===== config.mk =====
export PLATFORM = sky130hd
export DESIGN_NAME = dram_mode_setup
export DESIGN_NICKNAME = d
export VERILOG_FILES = /design/src/inc/dram_mode_pkg.sv /design/src/pin_sync.sv /design/src/dram_mode_setup.sv
export SDC_FILE = /design/constraint.sdc
export NUM_CORES = 1
export LEC_CHECK = 0
export BUFFER_PORTS_ARGS = -buffer_cell sky130_fd_sc_hd__buf_2
export CAP_MARGIN = 20
export CELL_PAD_IN_SITES_DETAIL_PLACEMENT = 1
export CELL_PAD_IN_SITES_GLOBAL_PLACEMENT = 1
export CORE_ASPECT_RATIO = 0.6
export CORE_UTILIZATION = 23
export DETAILED_ROUTE_END_ITERATION = 8
export MAX_ROUTING_LAYER = met4
export PLACE_DENSITY = 0.56
export SYNTH_ARGS = -nofsm -noshare
export SYNTH_HDL_FRONTEND = slang
export SYNTH_SLANG_ARGS = --single-unit

===== constraint.sdc =====
create_clock -name sys_clk_in -period 5.6 [get_ports sys_clk_in]
set_clock_uncertainty 0.1 [all_clocks]
set_input_delay 0.56 -clock sys_clk_in [delete_from_list [all_inputs] [get_ports sys_clk_in]]
set_output_delay 0.56 -clock sys_clk_in [all_outputs]
set_load 0.005 [all_outputs]

===== src/inc/dram_mode_pkg.sv =====
// Shared constants and carrier types for the mode setup block
package dram_mode_pkg;

  // Pin widths
  localparam int BA_W   = 3;
  localparam int ADDR_W = 14;
  localparam int LAT_W  = 5;

  // Bank codes that pick a mode register on a mode register set
  localparam logic [2:0] BA_DLL_DRIVER   = 3'h1;
  localparam logic [2:0] BA_REFRESH_LAT  = 3'h2;
  localparam logic [2:0] BA_CALIB_RDOUT  = 3'h3;

  // DLL/driver setup register fields
  localparam int DLL_OFF_BIT  = 0;
  localparam int POSTED_LSB   = 3;
  localparam int WR_LEVEL_BIT = 7;

  // Refresh/latency setup register fields
  localparam int PAR_LSB  = 0;
  localparam int WCD_LSB  = 3;
  localparam int ARR_BIT  = 6;
  localparam int RTS_BIT  = 7;
  localparam int WTERM_LSB = 9;

  // Calibration readout setup register fields
  localparam int PSEL_LSB = 0;
  localparam int PEN_BIT  = 2;

  // Write column delay in cycles for field code zero
  localparam logic [LAT_W-1:0] WCD_BASE = 5'h05;

  // Posted command delay codes
  localparam logic [1:0] PCD_OFF   = 2'h0;
  localparam logic [1:0] PCD_MIN1  = 2'h1;
  localparam logic [1:0] PCD_MIN2  = 2'h2;

  // Reset values of the stored fields
  localparam logic [2:0] PAR_RST   = 3'h0;
  localparam logic [2:0] WCD_RST   = 3'h0;
  localparam logic [1:0] WTERM_RST = 2'h0;
  localparam logic [1:0] PSEL_RST  = 2'h0;
  localparam logic [1:0] PCD_RST   = 2'h0;

  typedef struct packed {
    logic              cke;
    logic              cs_n;
    logic              ras_n;
    logic              cas_n;
    logic              we_n;
    logic [BA_W-1:0]   ba;
    logic [ADDR_W-1:0] addr;
  } cmd_pins_t;

  typedef struct packed {
    logic       dll_off;
    logic [1:0] posted_code;
    logic       wr_level;
    logic [2:0] par_region;
    logic [2:0] wcd_code;
    logic       arr_en;
    logic       rts_ext;
    logic [1:0] wterm_code;
    logic       pattern_en;
    logic [1:0] pattern_sel;
  } mode_cfg_t;

  typedef enum logic [2:0] {
    CMD_NONE, CMD_MRS, CMD_READ, CMD_SR_ENTER, CMD_OTHER
  } cmd_kind_t;

endpackage


===== src/pin_sync.sv =====
// Two-stage synchroniser for the command and address pins
`timescale 1ns/10ps
module pin_sync
  import dram_mode_pkg::*;
(
  input  wire logic      sys_clk_in,
  input  wire logic      rst_n_in,
  input  wire cmd_pins_t pins_in,
  output cmd_pins_t      pins_out
);

  localparam cmd_pins_t IDLE_PINS = '{cke: 1'b0, cs_n: 1'b1, ras_n: 1'b1,
                                      cas_n: 1'b1, we_n: 1'b1,
                                      ba: '0, addr: '0};

  cmd_pins_t stage1_r;
  cmd_pins_t stage1_nxt;
  cmd_pins_t stage2_r;
  cmd_pins_t stage2_nxt;

  always_comb begin
    stage1_nxt = pins_in;
    stage2_nxt = stage1_r;
  end

  // Reset to a deselected bus so nothing decodes while held
  always_ff @(posedge sys_clk_in or negedge rst_n_in) begin
    if (!rst_n_in) begin
      stage1_r <= IDLE_PINS;
      stage2_r <= IDLE_PINS;
    end else begin
      stage1_r <= stage1_nxt;
      stage2_r <= stage2_nxt;
    end
  end

  assign pins_out = stage2_r;

endmodule


===== src/dram_mode_setup.sv =====
// Mode register decode, latency math and DLL-off handling
//
// Contract
// - Bank code 2 on MRS loads refresh setup
// - Address bits 3..5 give write column delay
// - Total write delay is posted plus column
// - Retention rate: sensor, else temperature bit
// - Partial retention loses data on self refresh
// - Write termination from bits 9,10; leveling blocks
// - Bank code 3 on MRS loads calibration setup
// - Bit 2 enables pattern; else select ignored
// - Reads return calibration pattern when enabled
// - No-op and deselect register no command
// - DLL/driver bit 0 selects DLL-off mode
// - DLL-off supports read/write delay of six
// - DLL-off read strobe starts one earlier
// - Posted delay codes: off, minus one, two
`timescale 1ns/10ps
module dram_mode_setup
  import dram_mode_pkg::*;
(
  input  wire logic             sys_clk_in,
  input  wire logic             rst_n_in,
  input  wire cmd_pins_t        pins_in,
  input  wire logic [LAT_W-1:0] read_col_delay_in,
  input  wire logic             thermal_hot_in,
  output mode_cfg_t             mode_cfg_out,
  output logic [LAT_W-1:0]      total_write_delay_out,
  output logic [LAT_W-1:0]      strobe_start_out,
  output logic                  dll_off_out,
  output logic                  fast_retention_out,
  output logic [1:0]            write_term_out,
  output logic                  in_self_refresh_out,
  output logic                  retention_loss_out,
  output logic                  read_pattern_out,
  output logic                  read_array_out,
  output logic [1:0]            pattern_sel_out,
  output logic                  mrs_seen_out
);

  cmd_pins_t pins_s;

  pin_sync u_pin_sync (
    .sys_clk_in (sys_clk_in),
    .rst_n_in   (rst_n_in),
    .pins_in    (pins_in),
    .pins_out   (pins_s)
  );

  // Posted command delay in cycles from its code and the read delay
  function automatic logic [LAT_W-1:0] posted_cycles(
    input logic [1:0]       code,
    input logic [LAT_W-1:0] rcd
  );
    logic [LAT_W-1:0] res;
    res = '0;
    case (code)
      PCD_MIN1: res = rcd - 5'h01;
      PCD_MIN2: res = rcd - 5'h02;
      default:  res = '0;
    endcase
    return res;
  endfunction

  localparam mode_cfg_t CFG_RST = '{dll_off: 1'b0, posted_code: PCD_RST,
                                    wr_level: 1'b0, par_region: PAR_RST,
                                    wcd_code: WCD_RST, arr_en: 1'b0,
                                    rts_ext: 1'b0, wterm_code: WTERM_RST,
                                    pattern_en: 1'b0,
                                    pattern_sel: PSEL_RST};

  cmd_kind_t        cmd_kind;
  logic             cke_prev_r;
  logic             cke_prev_nxt;
  mode_cfg_t        cfg_r;
  mode_cfg_t        cfg_nxt;
  logic             sr_r;
  logic             sr_nxt;
  logic             loss_r;
  logic             loss_nxt;
  logic [LAT_W-1:0] twd_r;
  logic [LAT_W-1:0] twd_nxt;
  logic [LAT_W-1:0] strobe_r;
  logic [LAT_W-1:0] strobe_nxt;
  logic             fast_r;
  logic             fast_nxt;
  logic [1:0]       wterm_r;
  logic [1:0]       wterm_nxt;
  logic             rd_pat_r;
  logic             rd_pat_nxt;
  logic             rd_arr_r;
  logic             rd_arr_nxt;
  logic             mrs_r;
  logic             mrs_nxt;

  // Command decode; MRS and read registered only with CKE high the cycle before
  // No-op, deselect ignored
  always_comb begin
    cmd_kind = CMD_NONE;
    if (!pins_s.cs_n) begin
      case ({pins_s.ras_n, pins_s.cas_n, pins_s.we_n})
        3'b000:  cmd_kind = cke_prev_r ? CMD_MRS : CMD_NONE;
        3'b101:  cmd_kind = cke_prev_r ? CMD_READ : CMD_NONE;
        3'b001:  cmd_kind = (cke_prev_r && !pins_s.cke) ? CMD_SR_ENTER
                                                          : CMD_OTHER;
        3'b111:  cmd_kind = CMD_NONE;
        default: cmd_kind = CMD_OTHER;
      endcase
    end
  end

  // Mode register loads; untouched registers keep their fields
  always_comb begin
    cfg_nxt = cfg_r;
    mrs_nxt = 1'b0;
    if (cmd_kind == CMD_MRS) begin
      mrs_nxt = 1'b1;
      case (pins_s.ba)
        BA_DLL_DRIVER: begin
          cfg_nxt.dll_off     = pins_s.addr[DLL_OFF_BIT];
          cfg_nxt.posted_code = pins_s.addr[POSTED_LSB +: 2];
          cfg_nxt.wr_level    = pins_s.addr[WR_LEVEL_BIT];
        end
        BA_REFRESH_LAT: begin
          cfg_nxt.par_region = pins_s.addr[PAR_LSB +: 3];
          cfg_nxt.wcd_code   = pins_s.addr[WCD_LSB +: 3];
          cfg_nxt.arr_en     = pins_s.addr[ARR_BIT];
          cfg_nxt.rts_ext    = pins_s.addr[RTS_BIT];
          cfg_nxt.wterm_code = pins_s.addr[WTERM_LSB +: 2];
        end
        BA_CALIB_RDOUT: begin
          cfg_nxt.pattern_en  = pins_s.addr[PEN_BIT];
          cfg_nxt.pattern_sel = pins_s.addr[PSEL_LSB +: 2];
        end
        // Other targets leave these fields alone
        default: cfg_nxt = cfg_r;
      endcase
    end
  end

  // Derived latencies and policy outputs
  always_comb begin
    twd_nxt = posted_cycles(cfg_r.posted_code, read_col_delay_in)
              + WCD_BASE + {2'h0, cfg_r.wcd_code};
    strobe_nxt = posted_cycles(cfg_r.posted_code, read_col_delay_in)
                 + read_col_delay_in - {4'h0, cfg_r.dll_off};
    fast_nxt = cfg_r.arr_en ? thermal_hot_in : cfg_r.rts_ext;
    wterm_nxt = cfg_r.wr_level ? 2'h0 : cfg_r.wterm_code;
  end

  // Self refresh tracking and read steering
  always_comb begin
    cke_prev_nxt = pins_s.cke;
    sr_nxt       = sr_r;
    loss_nxt     = loss_r;
    rd_pat_nxt   = 1'b0;
    rd_arr_nxt   = 1'b0;
    if (cmd_kind == CMD_SR_ENTER) begin
      sr_nxt = 1'b1;
      if (cfg_r.par_region != PAR_RST) begin
        loss_nxt = 1'b1;
      end
    end else if (sr_r && pins_s.cke) begin
      sr_nxt = 1'b0;
    end
    // Loss flag clears once a full-array setting is stored again
    if (cfg_r.par_region == PAR_RST && cmd_kind != CMD_SR_ENTER) begin
      loss_nxt = 1'b0;
    end
    if (cmd_kind == CMD_READ) begin
      rd_pat_nxt = cfg_r.pattern_en;
      rd_arr_nxt = !cfg_r.pattern_en;
    end
  end

  always_ff @(posedge sys_clk_in or negedge rst_n_in) begin
    if (!rst_n_in) begin
      cke_prev_r <= 1'b0;
      cfg_r      <= CFG_RST;
      sr_r       <= 1'b0;
      loss_r     <= 1'b0;
      twd_r      <= '0;
      strobe_r   <= '0;
      fast_r     <= 1'b0;
      wterm_r    <= 2'h0;
      rd_pat_r   <= 1'b0;
      rd_arr_r   <= 1'b0;
      mrs_r      <= 1'b0;
    end else begin
      cke_prev_r <= cke_prev_nxt;
      cfg_r      <= cfg_nxt;
      sr_r       <= sr_nxt;
      loss_r     <= loss_nxt;
      twd_r      <= twd_nxt;
      strobe_r   <= strobe_nxt;
      fast_r     <= fast_nxt;
      wterm_r    <= wterm_nxt;
      rd_pat_r   <= rd_pat_nxt;
      rd_arr_r   <= rd_arr_nxt;
      mrs_r      <= mrs_nxt;
    end
  end

  // Select bits ignored while the pattern store is off
  logic [1:0] psel_r;
  logic [1:0] psel_nxt;

  always_comb begin
    psel_nxt = cfg_nxt.pattern_en ? cfg_nxt.pattern_sel : PSEL_RST;
  end

  always_ff @(posedge sys_clk_in or negedge rst_n_in) begin
    if (!rst_n_in) begin
      psel_r <= PSEL_RST;
    end else begin
      psel_r <= psel_nxt;
    end
  end

  // Every output is a register bit or a registered word
  assign mode_cfg_out          = cfg_r;
  assign total_write_delay_out = twd_r;
  assign strobe_start_out      = strobe_r;
  assign dll_off_out           = cfg_r.dll_off;
  assign fast_retention_out    = fast_r;
  assign write_term_out        = wterm_r;
  assign in_self_refresh_out   = sr_r;
  assign retention_loss_out    = loss_r;
  assign read_pattern_out      = rd_pat_r;
  assign read_array_out        = rd_arr_r;
  assign pattern_sel_out       = psel_r;
  assign mrs_seen_out          = mrs_r;

endmodule


-- Yosys cells after proc, flatten, opt, wreduce, memory -nomap -nowiden
Index checks and enable logic that the tools add are counted.
- output and inout bits: 38
- bits in registers: 76
- bits of input ports: 30
- add/subtract/negate cells: 6
- reductions and logical operators: 14
- eq/ne operators: 12
- multiplexer cells: 19
- operator list (operator ; number):
    == test 3 x 2 -> 1 bit, second input constant ; 4
    2-to-1 mux 3 bit ; 4
    case mux 3 bit (4 select lines) ; 1
    2-to-1 mux 1 bit ; 10
    case mux 5 bit (2 select lines) ; 1
    == test 3 x 1 -> 1 bit, second input constant ; 3
    == test 3 bit, second input constant ; 2
    logical NOT 3 bit ; 2
    2-to-1 mux 2 bit ; 3
    AND reduction 2 bit ; 3
    nonzero test 2 bit ; 3
    adder 5 x 3 -> 5 bit ; 1
    adder 5 x 3 -> 5 bit, second input constant ; 1
    adder 5 bit ; 1
    subtractor 5 x 1 -> 5 bit ; 1
    subtractor 5 x 1 -> 5 bit, second input constant ; 1
    subtractor 5 x 2 -> 5 bit, second input constant ; 1
    logical AND 1 bit ; 3
    inequality test 3 x 2 -> 1 bit, second input constant ; 1
    nonzero test 3 bit ; 1
    == test 2 x 1 -> 1 bit, second input constant ; 1
    == test 2 bit, second input constant ; 1
    logical NOT 1 bit ; 2

-- Logic depth before layout (Yosys ltp)
- word-level depth: 9
- mapped depth: 13
- depth with buffers taken out: 13

-- By module
From an unflattened synthesis, not the netlist that was laid out.
- cell total of the unflattened synthesis: 213
- area, all modules: 3114.2 µm²
- by module, submodules not included (module ; times used ; cells each ; area an instance (µm²)):
    dram_mode_setup ; 1 ; 169 ; 2003.2
    pin_sync ; 1 ; 44 ; 1111.1

-- Least setup slack after synthesis
No wires, ideal clock.
- path kind: input to register
- from: input port read_col_delay_in[1]
- to: register strobe_r[4], in the netlist strobe_start_out[4]
- library setup time: 137 ps
- required time: 5363 ps
- arrival: 2451 ps
- path slack: 2912 ps
- stages on the path: 12
- cells stage by stage: inv_1 -> ha_1 -> nand3_1 -> a21oi_1 -> or4_1 -> ha_1 -> inv_1 -> ha_1 -> nor2_1 -> a21oi_1 -> xnor2_1 -> xnor2_1
- longest elaborated chain between the ends: 4
- RTL lines (element ; RTL line ; RTL):
    start, declared ; dram_mode_setup.sv:25 ; input wire logic [LAT_W-1:0] read_col_delay_in,
    subtractor 5 x 2 -> 5 bit or subtractor 5 x 1 -> 5 bit (tied branches) ; dram_mode_setup.sv:59, dram_mode_setup.sv:58 ;
    case mux 5 bit (2 select lines) ; dram_mode_setup.sv:57 ; case (code)
    adder 5 bit * ; dram_mode_setup.sv:146 ; + read_col_delay_in - {4'h0, cfg_r.dll_off};
    subtractor 5 x 1 -> 5 bit * ; dram_mode_setup.sv:146 ;
    named net strobe_nxt[4] ; dram_mode_setup.sv:84 ; logic [LAT_W-1:0] strobe_nxt;
    end signal, assigned ; dram_mode_setup.sv:195 ; strobe_r <= strobe_nxt;
    end, declared ; dram_mode_setup.sv:83 ; logic [LAT_W-1:0] strobe_r;
The timed path passes the listed nets; every way through them passes the cells marked *.
A chain may end at the register's enable or synchronous reset.

-- Worst setup path after layout
- from: register cfg_r (netlist bit mode_cfg_out[14])
- to: register strobe_r[4], in the netlist strobe_start_out[4]
- longest elaborated chain between the ends: 4
- RTL lines (element ; RTL line ; RTL):
    start, declared ; dram_mode_setup.sv:75 ; mode_cfg_t cfg_r;
    start signal, assigned ; dram_mode_setup.sv:191 ; cfg_r <= cfg_nxt;
    == test 2 bit or == test 2 x 1 -> 1 bit (tied branches) ; dram_mode_setup.sv:57 ;
    case mux 5 bit (2 select lines) * ; dram_mode_setup.sv:57 ;
    adder 5 bit * ; dram_mode_setup.sv:146 ;
    subtractor 5 x 1 -> 5 bit * ; dram_mode_setup.sv:146 ;
    named net strobe_nxt[4] ; dram_mode_setup.sv:84 ;
Marks and branches as above.

==> flow_summary.ini <==
[place]
placed_cells = 430
io_buffers = 63
gp_congestion = 0.730
post-dp-hpwl_um = 4290

[global_routing]
grt_max_degree = 75
grt_pass1_vias = 1792
grtUsageTotal = 0.104
grt_first_pass_wirelength_um = 9610
gr-total-overflow = 0
antenna_found_initial = 0

[pwr]
power_density_nw_per_um2 = 340
clock_power_share = 0.423
ir_worst_vdd_v = 0.000117
p_sw_w = 0.000292
power_frac_seq = 0.476
total_power_w = 0.00126
combPwrFrac = 0.101
leakage_nw = 1.87
p_int_w = 0.000966
swShare = 0.232

[clock_tree]
insertion_delay_ps = 320
cts_htree_levels = 3
postCtsResizedCells = 0
cts_buffers = 9
cts_root_buf = clkbuf_16
postCtsHoldBufs = 0
cts.sink_count = 74
clk_pin_slew_ps = 60
cts_tree = built
cts_setup_buffers = 0
clk_path_buf_depth = 2

[timing]
finalHoldViolCount = 0
period_minus_slack_ps = 2790
tightestPinTransition_ps = 925
whs_ps = 229
slew-limit-headroom = 0.383
fin_crit_sh = 0.498
setup_viol = 0
timing.fmax_mhz = 358
tns_ps = 0
report.final.slew_viol_count = 0
rsz0062_at_grt = false

[critical_path]
regToRegStartpoint = mode_cfg_out[14]
critPathLaunch = mode_cfg_out[14]
r2r_cells = 13
cp-endpoint = strobe_start_out[4]
crit_path_start_kind = flop
crit_path_end_kind = flop
worstPathRequired_ps = 5670
cp_slowest_cell = or4_1
r2r_end = strobe_start_out[4]
cp_top_family = adder cells
cp_slowest_stage_delay_ps = 530
crit_cells = 13
cp_data_arrival_time_ps = 2860
critPathMaxFanout = 4
crit_buf_inv = 3
path_cells = inv_1, ha_1, inv_1, nand3_1, a21oi_1, or4_1, ha_1, inv_1, ha_1, nor2_1, a21oi_1, xnor2_1, xnor2_1
worstSetupPathType = flop to flop
ff2ff_setup_slack_ps = 2810

[floorplanning]
core_um2 = 12200
core.rowCount = 31
dieHeight_um = 89.2
die_width_um = 147
start_util = 0.239
die-area_um2 = 13100
num_io_pins = 68

[cells_and_area]
syn_to_final_growth_pct = 26.8
layout.nets = 328
antennaDiodeCount = 0
drive_above_1_share = 0.381
stdcell_count = 446
post-route-util = 0.302

[job]
drv_cap = 0

[synth]
ys_seq_area_frac = 0.639
yosys.area.top_type_share = 0.567
synth_edf_count = 0
synthTopCellsByCount = dfrtp_1 (66), inv_1 (29), ha_1 (20)
yosys.area.top_type = dfrtp_1
syn_nets = 257
async_flop_share = 1.00
syn_inst = 205
synthTopCellsByArea = dfrtp_1 (57%), ha_1 (8.6%), dfstp_2 (7.2%)
ys.flop_type = dfrtp_1
yosysWarnings = 0
syn_area_per_cell_um2 = 14.2
synth_most_common_cell = dfrtp_1
syn_area_um2 = 2910
ys_ff_latch = 74
yosys.cell_types.count = 31

[min_path]
min-delay-start = pins_in[19]
hp-class = primary input to flop

[route]
post_drt_via_cell_ratio = 3.72
dr.first_iter.drc_count = 41
ant_nets = 0
wl_per_cell_um = 12.9
wirelength_um = 5750
dr_total_vias = 1659
drc = 0
drt_pass1_iterations = 4

[outcome]
status = finished clean
## layout by cell type, fill, tap and decap left out, drive strengths merged, types with 2 or more instances in the layout
| cell type | Yosys | final |
|---|---|---|
| dfrtp | 66 | 66 |
| buf | 3 | 63 |
| inv | 29 | 29 |
| ha | 20 | 20 |
| mux2 | 18 | 18 |
| clkbuf | 0 | 12 |
| xnor2 | 9 | 9 |
| dfstp | 8 | 8 |
| a21oi | 7 | 7 |
| nand2 | 6 | 6 |
| nor2 | 6 | 6 |
| nand2b | 5 | 5 |
| nand3b | 3 | 3 |
| mux2i | 3 | 3 |
| nor3 | 3 | 3 |
| clkinv | 0 | 3 |
| o22ai | 2 | 2 |
| nand3 | 2 | 2 |
| a21o | 2 | 2 |
| nor2b | 2 | 2 |
| fa | 2 | 2 |
## state kept, by name, summed over array words and instances (netlist names), 2 cells and up
signal / flops
mode_cfg_out: 16
u_pin_sync.pins_out: 18
write_term_out: 2
u_pin_sync.stage1_r: 18
pattern_sel_out: 2
total_write_delay_out: 5
strobe_start_out: 5
## worst min path at each step
stage / endpoint / slack [ps] / cells after the start
2_1_floorplan: cke_prev_r / 160 / 0
3_3_place_gp: u_pin_sync.pins_out[9] / 230 / 0
3_5_place_dp: u_pin_sync.pins_out[5] / 240 / 0
4_1_cts: u_pin_sync.stage1_r[19] / 210 / 1
5_1_grt: u_pin_sync.stage1_r[19] / 210 / 1
6_report: u_pin_sync.stage1_r[19] / 230 / 1
## metal layers
metal | global-route usage | wire length [um] | part of all wire
met1 | 0.142 | 3110 | 0.54
met2 | 0.136 | 2260 | 0.39
met3 | 0.0388 | 297 | 0.052
met4 | 0.0394 | 82 | 0.014
met5 | - | 0 | 0
## metrics by stage
step	setup WS (ps)	area, um^2
after global routing	2610	3690
after global placement	2620	3410
after floorplan	2910	2910
final	2810	3690
after detailed placement	2550	3410
after CTS	2760	3690
## cell families (layout without fill, tap and decap cells)
logic type	Yosys count	count (layout)	synth area share
flops	74	74	0.639
xor+xnor	10	10	0.0301
buf+inv	32	108	0.0464
simple gates	33	33	0.0661
mux	21	21	0.0927
compound gates	13	13	0.0262
fa+ha+maj	22	22	0.0996
## final cells by class
class | instances | area [um^2]
inverter | 29 | 109
multi-input combinational | 99 | 917
sequential | 74 | 1860
clock buffer | 12 | 256
clock inverter | 4 | 26.3
tap | 165 | 206
timing repair buffer | 63 | 318
fill | 1335 | 8520
## power by group through the flow
stage               registers, W  logic (W)  clock network [W]
CTS                     0.000599   0.000132           0.000556
global placement        0.000607   0.000128                  0
floorplan               0.000607  0.0000632                  0
global route            0.000604   0.000148           0.000580
finish                  0.000598   0.000128           0.000532
detailed placement      0.000609   0.000131                  0
(Power assumes the default switching activity.)
